### src/design/smc_regs.svh
// Register offsets, field positions, output-enable and vector values and timing counts
`ifndef SMC_REGS_SVH
`define SMC_REGS_SVH
// ==================================================
// Register offsets
`define SMC_OFF_GC0     8'h00
`define SMC_OFF_GC1     8'h04
`define SMC_OFF_INTEN   8'h08
`define SMC_OFF_INTLVL  8'h0c
`define SMC_OFF_FLAGS   8'h10
`define SMC_OFF_PFUNC   8'h14
`define SMC_OFF_PDIR    8'h18
`define SMC_OFF_PIN     8'h1c
`define SMC_OFF_POUT    8'h20
`define SMC_OFF_PSET    8'h24
`define SMC_OFF_PCLR    8'h28
`define SMC_OFF_TXW     8'h38
`define SMC_OFF_TXWF    8'h3c
`define SMC_OFF_RXBUF   8'h40
`define SMC_OFF_RXMIR   8'h44
`define SMC_OFF_DELAY   8'h48
`define SMC_OFF_IDLEDEF 8'h4c
`define SMC_OFF_FMT0    8'h50
`define SMC_OFF_FMT1    8'h54
`define SMC_OFF_FMT2    8'h58
`define SMC_OFF_FMT3    8'h5c
`define SMC_OFF_VEC1    8'h64
// ==================================================
// Field positions
`define SMC_GC1_MASTER  0
`define SMC_GC1_CLKSRC  1
`define SMC_GC1_LOOP    8
`define SMC_GC1_ENABLE  24
`define SMC_FLG_TMO     0
`define SMC_FLG_RX      8
`define SMC_FLG_OVR     9
`define SMC_PIN_SEL     0
`define SMC_PIN_RDY     1
`define SMC_PIN_CLK     2
`define SMC_PIN_MOSI    3
`define SMC_PIN_MISO    4
`define SMC_TXWF_FSEL   24
`define SMC_TXWF_WDEL   26
`define SMC_BUF_OVR     30
`define SMC_BUF_EMPTY   31
`define SMC_DLY_C2T     24
`define SMC_DLY_T2C     16
`define SMC_DLY_C2E     0
`define SMC_FMT_PRE     8
`define SMC_FMT_PHASE   16
`define SMC_FMT_POL     17
`define SMC_FMT_DISCS   18
`define SMC_FMT_LSB     20
`define SMC_FMT_WAIT    21
`define SMC_FMT_WDLY    24
`define SMC_VEC_LO      1
// ==================================================
// Values and counts
`define SMC_FUNC_OE     5'h0d
`define SMC_VEC_NONE    5'h00
`define SMC_VEC_OVR     5'h01
`define SMC_VEC_TMO     5'h02
`define SMC_VEC_RX      5'h03
`define SMC_SETUP_EXTRA 9'h002
`define SMC_HOLD_EXTRA  9'h001
`define SMC_GAP_EXTRA   9'h002
`endif

### src/design/smc_pkg.sv
// Types of the serial master controller
package smc_pkg;
  typedef enum logic [2:0] {SMC_IDLE, SMC_SETUP, SMC_WAITR, SMC_SHIFT, SMC_HOLD, SMC_GAP} smc_st_t;
  typedef struct packed {
    logic             rel;
    logic             master;
    logic             clksrc;
    logic             loop;
    logic             enable;
    logic [31:0]      int_en;
    logic [31:0]      int_lvl;
    logic             flag_to;
    logic             flag_rx;
    logic             flag_ovr;
    logic [4:0]       func;
    logic [4:0]       dir;
    logic [4:0]       outv;
    logic [15:0]      txd;
    logic [1:0]       fsel;
    logic             wdel;
    logic             tx_pend;
    logic [15:0]      rxd;
    logic [31:0]      dly;
    logic             idle_def;
    logic [3:0][31:0] fmt;
    logic [4:0]       s1;
    logic [4:0]       s2;
    logic [4:0]       s3;
    logic [4:0]       lvl;
    logic [4:0]       pin_o;
    logic [4:0]       pin_oe;
    logic [31:0]      rdata;
    smc_st_t          st;
    logic [8:0]       cnt;
    logic [7:0]       div;
    logic [4:0]       bits;
    logic [15:0]      sh;
    logic [15:0]      rx;
    logic [1:0]       cur_fmt;
    logic             cur_wdel;
  } smc_state_t;
endpackage : smc_pkg

### src/design/smc_top.sv
// Serial master controller: register file, pin control and transfer engine
//
// The strobed register port was left to the implementer.
`timescale 1ns/1ns
`include "smc_regs.svh"

// How it works
// RQ1: Runs only when released, enabled, master, pins functional
// RQ2: Select and ready function bits pick option
// RQ3: Software sets wait bit per option
// RQ4: Software keeps fields in legal ranges
// RQ5: Software avoids config changes while enabled
// RQ6: Three-pin option ignores all select delays
// RQ7: Mirror read keeps flags, buffer read clears
// RQ8: Set register ones set output bits
// RQ9: Clear register ones clear output bits
// RQ10: Input register shows every pin level
// RQ11: Per-pin bit picks serial or general
// RQ12: General pins follow direction bits
// RQ13: Four formats, second word selects one
// RQ14: Default register sets idle select level
// RQ15: Hardware inserts setup, hold, gap delays
// RQ16: Control 0 bit low holds module reset
// RQ17: Delay register holds select and ready timing
// RQ18: Vector register names top pending cause
// RQ19: Bit rate is clock over bit_clock_divider+1
// RQ20: Master drives clock, data, select pins
// RQ21: Transmit write starts transfer when running
module smc_top (
  // Clock and reset
  input  wire logic        CLOCK_IN,
  input  wire logic        RST_IN,
  // Register port
  input  wire logic [7:0]  ADDR_IN,
  input  wire logic [31:0] WDATA_IN,
  input  wire logic        WR_IN,
  input  wire logic        RD_IN,
  output logic      [31:0] RDATA_OUT,
  // Serial pins: 0 select, 1 ready, 2 clock, 3 data out, 4 data in
  input  wire logic [4:0]  PIN_IN,
  output logic      [4:0]  PIN_OUT,
  output logic      [4:0]  PIN_OE_OUT
);

  smc_pkg::smc_state_t s;
  smc_pkg::smc_state_t n;
  smc_pkg::smc_state_t z;
  logic [31:0] cf;
  logic [31:0] nf;
  logic [31:0] rdv;
  logic [7:0]  half;
  logic [4:0]  fo;
  logic [4:0]  vec;
  logic [4:0]  pend;
  logic        run;
  logic        csm;
  logic        done;
  logic        tmo;
  logic        act;
  logic        bit_in;
  logic        bit_out;

  // ==================================================
  // Format field decoding
  function automatic logic [7:0] f_pre(input logic [31:0] f);
    f_pre = f[`SMC_FMT_PRE +: 8];
  endfunction : f_pre

  function automatic logic [4:0] f_len(input logic [31:0] f);
    f_len = f[4:0];
  endfunction : f_len

  function automatic logic [8:0] f_gap(input logic [31:0] f);
    f_gap = {3'h0, f[`SMC_FMT_WDLY +: 6]} + `SMC_GAP_EXTRA;
  endfunction : f_gap

  // ==================================================
  // Next state
  always_comb begin
    n       = s;
    z       = '0;
    z.st    = smc_pkg::SMC_IDLE;
    cf      = s.fmt[s.cur_fmt];
    nf      = s.fmt[s.fsel];
    half    = 8'(({1'b0, f_pre(cf)} + 9'h001) >> 1);
    done    = 1'b0;
    tmo     = 1'b0;
    rdv     = 32'h0;
    fo      = 5'h00;
    csm     = s.func[`SMC_PIN_SEL];
    run     = s.rel & s.enable & ~s.loop & s.master & s.clksrc & s.func[`SMC_PIN_CLK]
              & s.func[`SMC_PIN_MOSI] & s.func[`SMC_PIN_MISO]; // [RQ1] [RQ16]
    act     = (s.st != smc_pkg::SMC_IDLE) && (s.st != smc_pkg::SMC_GAP);
    bit_in  = s.lvl[`SMC_PIN_MISO];
    bit_out = cf[`SMC_FMT_LSB] ? s.sh[0] : s.sh[4'(f_len(cf) - 5'h01)];
    // Pin synchronisers
    n.s1 = PIN_IN;
    n.s2 = s.s1;
    n.s3 = s.s2;
    if (s.s2 == s.s3) begin
      n.lvl = s.s3; // [RQ10]
    end
    // Transfer engine
    case (s.st)
      smc_pkg::SMC_IDLE: begin
        if (run && s.tx_pend) begin // [RQ21]
          n.tx_pend  = 1'b0;
          n.sh       = s.txd;
          n.rx       = 16'h0;
          n.cur_fmt  = s.fsel; // [RQ13]
          n.cur_wdel = s.wdel;
          n.bits     = f_len(nf);
          n.div      = 8'h00;
          if (csm && s.dly[`SMC_DLY_C2T +: 8] != 8'h00 && !nf[`SMC_FMT_DISCS]) begin // [RQ6] [RQ15]
            n.st  = smc_pkg::SMC_SETUP;
            n.cnt = {1'b0, s.dly[`SMC_DLY_C2T +: 8]} + `SMC_SETUP_EXTRA;
          end else if (s.func[`SMC_PIN_RDY] && nf[`SMC_FMT_WAIT]) begin // [RQ2]
            n.st  = smc_pkg::SMC_WAITR;
            n.cnt = {1'b0, s.dly[`SMC_DLY_C2E +: 8]};
          end else begin
            n.st = smc_pkg::SMC_SHIFT;
          end
        end
      end
      smc_pkg::SMC_SETUP: begin
        if (s.cnt <= 9'h001) begin
          if (s.func[`SMC_PIN_RDY] && cf[`SMC_FMT_WAIT]) begin
            n.st  = smc_pkg::SMC_WAITR;
            n.cnt = {1'b0, s.dly[`SMC_DLY_C2E +: 8]};
          end else begin
            n.st = smc_pkg::SMC_SHIFT;
          end
        end else begin
          n.cnt = s.cnt - 9'h001;
        end
      end
      smc_pkg::SMC_WAITR: begin
        // Ready is active low; zero time-out waits without limit
        if (!s.lvl[`SMC_PIN_RDY]) begin // [RQ20]
          n.st  = smc_pkg::SMC_SHIFT;
          n.div = 8'h00;
        end else if (s.cnt == 9'h001) begin // [RQ17]
          tmo  = 1'b1;
          n.st = smc_pkg::SMC_IDLE;
        end else if (s.cnt != 9'h000) begin
          n.cnt = s.cnt - 9'h001;
        end
      end
      smc_pkg::SMC_SHIFT: begin
        n.div = s.div + 8'h01;
        if (s.div == half) begin
          n.rx = cf[`SMC_FMT_LSB] ? {bit_in, s.rx[15:1]} : {s.rx[14:0], bit_in};
        end
        if (s.div == f_pre(cf)) begin // [RQ19]
          n.div  = 8'h00;
          n.sh   = cf[`SMC_FMT_LSB] ? {1'b0, s.sh[15:1]} : {s.sh[14:0], 1'b0};
          n.bits = s.bits - 5'h01;
          if (s.bits <= 5'h01) begin
            done  = 1'b1;
            n.rxd = cf[`SMC_FMT_LSB] ? (s.rx >> (5'h10 - f_len(cf))) : s.rx;
            if (csm && s.dly[`SMC_DLY_T2C +: 8] != 8'h00 && !cf[`SMC_FMT_DISCS]) begin // [RQ6] [RQ15]
              n.st  = smc_pkg::SMC_HOLD;
              n.cnt = {1'b0, s.dly[`SMC_DLY_T2C +: 8]} + `SMC_HOLD_EXTRA;
            end else if (s.cur_wdel) begin
              n.st  = smc_pkg::SMC_GAP;
              n.cnt = f_gap(cf);
            end else begin
              n.st = smc_pkg::SMC_IDLE;
            end
          end
        end
      end
      smc_pkg::SMC_HOLD: begin
        if (s.cnt <= 9'h001) begin
          n.st  = s.cur_wdel ? smc_pkg::SMC_GAP : smc_pkg::SMC_IDLE;
          n.cnt = f_gap(cf);
        end else begin
          n.cnt = s.cnt - 9'h001;
        end
      end
      smc_pkg::SMC_GAP: begin
        if (s.cnt <= 9'h001) begin // [RQ15]
          n.st = smc_pkg::SMC_IDLE;
        end else begin
          n.cnt = s.cnt - 9'h001;
        end
      end
      default: begin
        n.st = smc_pkg::SMC_IDLE;
      end
    endcase
    // Pin drive
    fo[`SMC_PIN_SEL]  = (act && csm) ? 1'b0 : s.idle_def; // [RQ14]
    fo[`SMC_PIN_CLK]  = cf[`SMC_FMT_POL] ^ ((s.st == smc_pkg::SMC_SHIFT) &&
                        (cf[`SMC_FMT_PHASE] ? (s.div < half) : (s.div >= half)));
    fo[`SMC_PIN_MOSI] = (s.st == smc_pkg::SMC_SHIFT) & bit_out; // [RQ20]
    n.pin_o  = (s.func & fo) | (~s.func & s.outv); // [RQ11]
    n.pin_oe = (s.func & `SMC_FUNC_OE) | (~s.func & s.dir); // [RQ11] [RQ12]
    // Interrupt vector for line 1
    pend = 5'h00;
    pend[0] = s.flag_ovr & s.int_en[`SMC_FLG_OVR] & s.int_lvl[`SMC_FLG_OVR];
    pend[1] = s.flag_to & s.int_en[`SMC_FLG_TMO] & s.int_lvl[`SMC_FLG_TMO];
    pend[2] = s.flag_rx & s.int_en[`SMC_FLG_RX] & s.int_lvl[`SMC_FLG_RX];
    vec = pend[0] ? `SMC_VEC_OVR : pend[1] ? `SMC_VEC_TMO : pend[2] ? `SMC_VEC_RX : `SMC_VEC_NONE; // [RQ18]
    // Register reads
    case (ADDR_IN)
      `SMC_OFF_GC0:     rdv = {31'h0, s.rel};
      `SMC_OFF_GC1:     rdv = {7'h0, s.enable, 15'h0, s.loop, 6'h0, s.clksrc, s.master};
      `SMC_OFF_INTEN:   rdv = s.int_en;
      `SMC_OFF_INTLVL:  rdv = s.int_lvl;
      `SMC_OFF_FLAGS:   rdv = {22'h0, s.flag_ovr, s.flag_rx, 7'h0, s.flag_to};
      `SMC_OFF_PFUNC:   rdv = {27'h0, s.func};
      `SMC_OFF_PDIR:    rdv = {27'h0, s.dir};
      `SMC_OFF_PIN:     rdv = {27'h0, s.lvl}; // [RQ10]
      `SMC_OFF_POUT:    rdv = {27'h0, s.outv};
      `SMC_OFF_TXW:     rdv = {16'h0, s.txd};
      `SMC_OFF_TXWF:    rdv = {5'h0, s.wdel, s.fsel, 8'h0, s.txd};
      `SMC_OFF_RXBUF,
      `SMC_OFF_RXMIR:   rdv = {~s.flag_rx, s.flag_ovr, 14'h0, s.rxd}; // [RQ7]
      `SMC_OFF_DELAY:   rdv = s.dly;
      `SMC_OFF_IDLEDEF: rdv = {31'h0, s.idle_def};
      `SMC_OFF_FMT0:    rdv = s.fmt[0];
      `SMC_OFF_FMT1:    rdv = s.fmt[1];
      `SMC_OFF_FMT2:    rdv = s.fmt[2];
      `SMC_OFF_FMT3:    rdv = s.fmt[3];
      `SMC_OFF_VEC1:    rdv = {26'h0, vec, 1'b0};
      default:          rdv = 32'h0;
    endcase
    n.rdata = RD_IN ? rdv : 32'h0;
    if (RD_IN && ADDR_IN == `SMC_OFF_RXBUF) begin // [RQ7]
      n.flag_rx  = 1'b0;
      n.flag_ovr = 1'b0;
    end
    // Register writes
    if (WR_IN) begin
      case (ADDR_IN)
        `SMC_OFF_GC0:     n.rel = WDATA_IN[0]; // [RQ16]
        `SMC_OFF_GC1: begin
          n.master = WDATA_IN[`SMC_GC1_MASTER];
          n.clksrc = WDATA_IN[`SMC_GC1_CLKSRC];
          n.loop   = WDATA_IN[`SMC_GC1_LOOP];
          n.enable = WDATA_IN[`SMC_GC1_ENABLE];
        end
        `SMC_OFF_INTEN:   n.int_en = WDATA_IN;
        `SMC_OFF_INTLVL:  n.int_lvl = WDATA_IN;
        `SMC_OFF_FLAGS: begin
          n.flag_to  = s.flag_to & ~WDATA_IN[`SMC_FLG_TMO];
          n.flag_rx  = s.flag_rx & ~WDATA_IN[`SMC_FLG_RX];
          n.flag_ovr = s.flag_ovr & ~WDATA_IN[`SMC_FLG_OVR];
        end
        `SMC_OFF_PFUNC:   n.func = WDATA_IN[4:0]; // [RQ2] [RQ11]
        `SMC_OFF_PDIR:    n.dir = WDATA_IN[4:0]; // [RQ12]
        `SMC_OFF_POUT:    n.outv = WDATA_IN[4:0];
        `SMC_OFF_PSET:    n.outv = s.outv | WDATA_IN[4:0]; // [RQ8]
        `SMC_OFF_PCLR:    n.outv = s.outv & ~WDATA_IN[4:0]; // [RQ9]
        `SMC_OFF_TXW: begin
          n.txd     = WDATA_IN[15:0];
          n.tx_pend = 1'b1; // [RQ21]
        end
        `SMC_OFF_TXWF: begin
          n.txd     = WDATA_IN[15:0];
          n.fsel    = WDATA_IN[`SMC_TXWF_FSEL +: 2]; // [RQ13]
          n.wdel    = WDATA_IN[`SMC_TXWF_WDEL];
          n.tx_pend = 1'b1; // [RQ21]
        end
        `SMC_OFF_DELAY:   n.dly = WDATA_IN; // [RQ17]
        `SMC_OFF_IDLEDEF: n.idle_def = WDATA_IN[0];
        `SMC_OFF_FMT0:    n.fmt[0] = WDATA_IN;
        `SMC_OFF_FMT1:    n.fmt[1] = WDATA_IN;
        `SMC_OFF_FMT2:    n.fmt[2] = WDATA_IN;
        `SMC_OFF_FMT3:    n.fmt[3] = WDATA_IN;
        default:          n.rel = s.rel;
      endcase
    end
    // Hardware sets win over software clears
    if (done) begin
      n.flag_ovr = n.flag_ovr | n.flag_rx;
      n.flag_rx  = 1'b1;
    end
    if (tmo) begin
      n.flag_to = 1'b1;
    end
    // Software reset holds everything but the reset bit, pins and read data
    if (!s.rel) begin // [RQ16]
      z.rel    = n.rel;
      z.s1     = n.s1;
      z.s2     = n.s2;
      z.s3     = n.s3;
      z.lvl    = n.lvl;
      z.pin_o  = n.pin_o;
      z.pin_oe = n.pin_oe;
      z.rdata  = n.rdata;
      n        = z;
    end
  end

  // ==================================================
  // State register
  always_ff @(posedge CLOCK_IN or posedge RST_IN) begin
    if (RST_IN) begin
      s <= '0;
    end else begin
      s <= n;
    end
  end

  assign RDATA_OUT  = s.rdata;
  assign PIN_OUT    = s.pin_o;
  assign PIN_OE_OUT = s.pin_oe;
endmodule : smc_top

### config.mk
export PLATFORM = sky130hd
export DESIGN_NAME = smc_top
export DESIGN_NICKNAME = d
export VERILOG_FILES = /design/src/design/smc_pkg.sv /design/src/design/smc_top.sv
export VERILOG_INCLUDE_DIRS = /design/src /design/src/design
export SDC_FILE = /design/constraint.sdc
export NUM_CORES = 1
export LEC_CHECK = 0
export ABC_AREA = 1
export BUFFER_PORTS_ARGS = -buffer_cell sky130_fd_sc_hd__buf_2
export CORE_ASPECT_RATIO = 0.8
export CORE_MARGIN = 4
export CORE_UTILIZATION = 50
export CTS_CLUSTER_DIAMETER = 60
export DETAILED_ROUTE_END_ITERATION = 8
export MAX_ROUTING_LAYER = met4
export PLACE_DENSITY = 0.78
export SLEW_MARGIN = 20
export SYNTH_ARGS = -nofsm -noshare
export SYNTH_HDL_FRONTEND = slang
export SYNTH_SLANG_ARGS = --single-unit
export TNS_END_PERCENT = 20
### constraint.sdc
create_clock -name CLOCK_IN -period 12 [get_ports CLOCK_IN]
set_input_delay 1.2 -clock CLOCK_IN [delete_from_list [all_inputs] [get_ports CLOCK_IN]]
set_output_delay 1.2 -clock CLOCK_IN [all_outputs]
set_load 0.05 [all_outputs]
==> results.cfg, run 1 <==
[drt]
drt_iter0_drc = 2968
avgViaCountPerCell = 6.24
wl_um = 76700
antenna_left = 0
via_count = 20700
firstDrtPassIters = 6
remaining_drc_errors = 0
wl_per_cell_um = 23.1

[pwr]
vdd_drop_max_v = 0.000135
swShare = 0.253
p_leak_nw = 10.5
p_per_area_nw_per_um2 = 130
p_int_mw = 2.29
p_switching_mw = 0.777
power_frac_seq = 0.454
p_comb_frac = 0.063
pwr-share-clk = 0.483

[clocking]
cts_hold_buf = 0
clk_latency_ps = 610
clk_pin_slew_ps = 70
root_buffer = clkbuf_16
cts_buffer_depth = 3
numCtsBuffers = 45
cts_max_level = 2
cts_resized = 0
cts.sinks = 406
cts_setup_buffers = 0
cts_tree = yes

[yosys]
synthesis.area_um2 = 21400
yosys.area_share.simple = 0.211
synth_top_cell_area_share = 0.474
synth_cells = 2729
yosysSeqAreaShare = 0.474
synth_edf_count = 0
syn_nets = 2797
synth-xor-area-share = 0.0110
synth_adder_area_share = 0.0111
synth_area_leader_cell = dfrtp_1
synth_ff_type = dfrtp_1
ys_types = 47
synth.area.top_cells = dfrtp_1, nand2_1, o22ai_1
synth_seq_cells = 406
ys_warn_count = 0
async_flop_share = 1.00
synth-compound-area-share = 0.188
synth_top_family_by_area = simple AND/OR/NAND/NOR gates
synthMuxAreaShare = 0.00105
avgSynthCellArea_um2 = 7.86

[floorplanning]
die_area_um2 = 46300
coreArea_um2 = 42100
io_pins = 91
start_util = 0.509
num_rows = 67
dieWidth_um = 240
die_h_um = 193

[setup_path]
critical_path_class = reg2reg
arrival_ps = 5310
worstSetupStartpointType = register
cp-end-kind = register
critPathRequiredTime_ps = 12480
critPathMaxFanout = 38

[placement]
portBuffers = 90
place_inst = 3233
gp_congestion = 1.06
placed_cell_area_um2 = 22000
hpwl_um = 52900

[timing]
post-route-period-util = 0.403
grt_setup_unrepaired = no
drv_slew = 0
clock.fmax_mhz = 207
hold_viol = 0
hold_slack_ps = 342
fin_crit_ps = 4830
clock-skew-final_ps = 30.4
tightest_slew_ps = 1100
finalSetupTns_ps = 0
maxSlewHeadroom = 0.260
setup_violations = 0

[finish]
fin_util = 0.561
layout.nets = 2797
finish.instance_area_um2 = 23600
drive_gt1_frac = 0.0983
syn_to_final_growth_pct = 10.1
final_cells = 3319

[worst_hold_path]
hp-class = reg2reg

[global_route]
grt_antenna_before_repair = 1
grt_pass1_vias = 19700
grt-ovfl-total = 0
grt_max_degree = 194
grt_use_total = 0.337
grt_pass1_wl_um = 118000

[flow_run]
max_cap_violations = 0

[status]
status = finished, final reports clean
## metal layers
metal / wire [um] / up-vias / share of wire / GRT usage
met2: 32100 / 1367 / 0.42 / 0.459
met4: 2450 / 0 / 0.032 / 0.106
met1: 32700 / 10000 / 0.43 / 0.497
met5: 0 / - / 0 / -
li1: - / 9137 / - / -
met3: 9490 / 182 / 0.12 / 0.0812
## layout make-up
| type | instances | area, um^2 |
|---|---|---|
| multi-input cells | 1800 | 9080 |
| clock buffers | 61 | 1280 |
| repair buffers | 128 | 772 |
| flip-flops and latches | 406 | 10200 |
| clock inverters | 23 | 315 |
| diodes | 1 | 2.50 |
| well taps | 552 | 691 |
| fillers | 3902 | 18500 |
| inverters | 348 | 1310 |
## cell families (layout without fill, tap and decap cells)
family / count (synthesis) / after routing
and+or+nand+nor: 1054 / 1054
AOI/OAI and AO/OA: 698 / 698
buffers and inverters: 523 / 560
DFF: 406 / 406
xor gates and xnor gates: 27 / 27
adders and majority gates: 19 / 19
muxes: 2 / 2
other: 0 / 1
## path summary, 6_finish.rpt
check                                  from            endpoint  slack, ps  depth (start not counted)
hold reg to reg            s[121]$_DFF_PP0_    s[116]$_DFF_PP0_        340                          0
max in group asynchronous            RST_IN    s[1]$_DFFE_PP0P_       9290                          5
setup / recovery           s[1]$_DFFE_PP0P_    s[4]$_DFFE_PP0P_       7170                         14
min in group asynchronous            RST_IN  s[249]$_DFFE_PP0P_        600                          2
hold / removal             s[121]$_DFF_PP0_    s[116]$_DFF_PP0_        340                          0
setup reg to reg           s[1]$_DFFE_PP0P_    s[4]$_DFFE_PP0P_       7170                         14
## registers in the layout, indices dropped and copies added (netlist names)
register    flops
PIN_OUT         5
RDATA_OUT      32
csm             1
PIN_OE_OUT      5
s             362
bit_in          1
## critical path: stages, from the launching register on
cell and delay [ps]:
dfrtp_2 400, inv_2 530, nand2_1 120, nand3_1 140, nand2_1 110, inv_1 70, ha_1 170, nor3b_1 330
nand4_1 200, or3_1 350, ha_1 300, nand2_1 90, nor4_1 940, nand2_1 510, o32ai_1 370
## stage by stage
stage,power (mW),worst slack [ps]
6_report,3.06,7170
5_1_grt,3.15,6910
4_1_cts,3.07,7320
3_5_place_dp,1.60,7380
3_3_place_gp,1.60,7520
2_1_floorplan,1.53,5330
## cell usage in the layout (no fill, tap or decap), types with 6 or more instances in the layout
cell         n
nand2_1    637
clkbuf_8     9
o221ai_1    15
nor2_2       6
o22ai_1    222
nand4_1     27
inv_1      337
xor2_1      16
buf_4       35
o211ai_1    14
o21ai_0    241
clkbuf_16   45
nand2_2     16
nor3_1      19
a31oi_1      9
nand3_1    201
clkinv_2     8
dfrtp_1    405
a221oi_1    10
xnor2_1     11
clkbuf_1     7
inv_2        6
a21oi_1    130
buf_2       90
a211oi_1     8
nand3_2      6
a41oi_1      9
o21ai_1     16
o21ai_2     13
nor2_1     115
ha_1        19
## synthesized netlist by cell type, types with 15 or more instances
master,instances
nand3_1,201
nand4_1,27
buf_2,29
buf_4,49
clkbuf_1,88
inv_1,338
nor2_1,117
nor3_1,19
o22ai_1,222
ha_1,19
a21oi_1,132
xor2_1,16
o221ai_1,15
nand2_1,641
o21ai_0,241
o21ai_1,21
dfrtp_1,406
## power groups by stage
stage / clock network (mW) / logic (mW) / registers, mW
after CTS: 1.49 / 0.188 / 1.39
after global placement: 0 / 0.185 / 1.41
after global routing: 1.55 / 0.209 / 1.39
after detailed placement: 0 / 0.188 / 1.41
final: 1.48 / 0.194 / 1.39
after floorplan: 0 / 0.115 / 1.41
No activity file was read; power rests on OpenSTA's default activity.
==> run 2: changes to the inputs <==
--- a/config.mk
+++ b/config.mk
@@ -14,7 +14,7 @@
 export CTS_CLUSTER_DIAMETER = 60
 export DETAILED_ROUTE_END_ITERATION = 8
 export MAX_ROUTING_LAYER = met4
-export PLACE_DENSITY = 0.78
+export PLACE_DENSITY = 0.76
 export SLEW_MARGIN = 20
 export SYNTH_ARGS = -nofsm -noshare
 export SYNTH_HDL_FRONTEND = slang
==> constraint.sdc (replaced) <==
create_clock -name CLOCK_IN -period 4.7 [get_ports CLOCK_IN]
set_input_delay 0.47 -clock CLOCK_IN [delete_from_list [all_inputs] [get_ports CLOCK_IN]]
set_output_delay 0.47 -clock CLOCK_IN [all_outputs]
set_load 0.05 [all_outputs]
==> run 2 against run 1 <==
Against the previous run: critical path depth grew 4; register-to-register slack lost 6400 ps; hold slack lost 240 ps; non-clock buffer count grew 14; clock power grew to 2.5 times the previous value; routed wire length grew 1.8%; global-route usage grew 0.70 points; die area is the same; setup slack lost 6400 ps; critical path type unchanged; largest power group unchanged.
==> results.cfg, run 2 (synthesis results as in run 1) <==
[status]
status = finished, final reports clean

[pwr]
p_leak_nw = 10.5
total_power_mw = 7.75
pwr-share-clk = 0.477
p_switching_mw = 1.93
swShare = 0.249
p_per_area_nw_per_um2 = 327
p_int_mw = 5.82
vdd_drop_max_v = 0.000283
p_comb_frac = 0.065
power_frac_seq = 0.458

[finish]
drive_gt1_frac = 0.101
syn_to_final_growth_pct = 10.5
top_register = s
fin_util = 0.563
layout.nets = 2810
layout_common_cells = nand2_1, dfrtp_1, inv_1
finish.instance_area_um2 = 23700
largest_reg_flops = 362
final_common_cell = nand2_1

[timing]
setup_violations = 0
maxSlewHeadroom = 0.285
clock.fmax_mhz = 252
clock-skew-final_ps = 30.7
grt_setup_unrepaired = no
fin_crit_ps = 3960
hold_viol = 0
tightest_slew_ps = 1070
hold_slack_ps = 100
drv_slew = 0
post-route-period-util = 0.843

[clocking]
clk_latency_ps = 590
cts_max_level = 2
numCtsBuffers = 44
cts_tree = yes
root_buffer = clkbuf_16
cts_buffer_depth = 3
cts_resized = 0
clk_pin_slew_ps = 60
cts.sinks = 406

[setup_path]
cp_top_family = simple AND/OR/NAND/NOR gates
path_cells = inv_2 -> nand2_1 -> nand3_1 -> nand2_1 -> inv_1 -> ha_1 -> nor3b_1 -> nand4_1 -> or3_1 -> ha_1 -> nand2_1 -> nor4_1 -> buf_4 -> nor2_1 -> a21oi_1 -> buf_4 -> nand4_1 -> o21ai_0
cpMostUsedCell = nand2_1
crit_buf_inv = 4
rr_worst_depth = 18
arrival_ps = 4450
worstSetupPathDepth = 18
critPathMaxFanout = 24
slowest_stage = dfrtp_2
cp-end-kind = register
worstSetupStartpointType = register
slowest_delay_ps = 570
critPathRequiredTime_ps = 5190
critical_path_class = reg2reg

[global_route]
grt-ovfl-total = 0
grt_max_degree = 156
grt_pass1_vias = 19800
grt_use_total = 0.344
grt_antenna_before_repair = 3
grt_pass1_wl_um = 120000

[drt]
via_count = 20600
remaining_drc_errors = 0
wl_um = 78100
wl_per_cell_um = 23.5
drt_iter0_drc = 3146
firstDrtPassIters = 6
avgViaCountPerCell = 6.18
antenna_left = 0

[floorplanning]
start_util = 0.509
coreArea_um2 = 42100
die_area_um2 = 46300
num_rows = 67
dieWidth_um = 240
die_h_um = 193
io_pins = 91

[worst_hold_path]
hp-class = in2async

[placement]
hpwl_um = 53800
placed_cell_area_um2 = 22100
gp_congestion = 0.958
portBuffers = 90

[flow_run]
max_cap_violations = 0
-- run 2: worst paths after layout --
check	slack, ps	startpoint	end
setup reg to reg	740	s[1]$_DFFE_PP0P_	s[15]$_DFFE_PP0P_
min in group CLOCK_IN	140	RD_IN	RDATA_OUT[8]$_DFF_PP0_
max in group asynchronous	3730	RST_IN	s[3]$_DFFE_PP0P_
hold reg to reg	350	s[119]$_DFF_PP0_	s[114]$_DFF_PP0_
setup / recovery	740	s[1]$_DFFE_PP0P_	s[15]$_DFFE_PP0P_
hold / removal	100	RST_IN	RDATA_OUT[28]$_DFF_PP0_
-- run 2: power by group through the flow --
stage | combinational (mW) | clock [mW] | sequential (mW)
global route | 0.541 | 3.88 | 3.55
floorplan | 0.292 | 0 | 3.60
finish | 0.504 | 3.70 | 3.55
detailed placement | 0.489 | 0 | 3.61
global placement | 0.486 | 0 | 3.61
CTS | 0.494 | 3.73 | 3.55
-- run 2: per-layer routing --
layer	GRT usage	vias up	wire length, um
met4	0.0976	0	2170
met1	0.512	9961	33900
li1	-	9166	-
met3	0.0910	183	9570
met2	0.463	1275	32500
met5	-	-	0
-- run 2: what timing repair did --
| action | 4_1_cts | 5_1_grt |
|---|---|---|
| buffers inserted | 0 | 0 |
| hold buffers | 5 | 0 |
| hold endpoints to repair | 5 | 0 |
-- run 2: area by class of cell --
cell class / count / area (um^2)
Antenna cell: 2 / 5.00
Clock buffer: 62 / 1280
Clock inverter: 18 / 249
Fill cell: 3879 / 18400
Inverter: 348 / 1310
Multi-Input combinational cell: 1800 / 9090
Sequential cell: 406 / 10200
Tap cell: 552 / 691
Timing Repair Buffer: 142 / 916
-- run 2: stage by stage --
| step | std cells | setup TNS (ps) | setup slack [ps] |
|---|---|---|---|
| 6_report | 3330 | 0 | 737 |
| 5_1_grt | 3329 | 0 | 311 |
| 2_1_floorplan | 2729 | -503310 | -1240 |
| 3_3_place_gp | 3243 | 0 | 851 |
| 4_1_cts | 3328 | 0 | 783 |
| 3_5_place_dp | 3243 | 0 | 802 |
-- run 2: tightest hold or removal path, delay by kind of cell --
kind,cells,cell delay [ps]
buffers and inverters,3,690
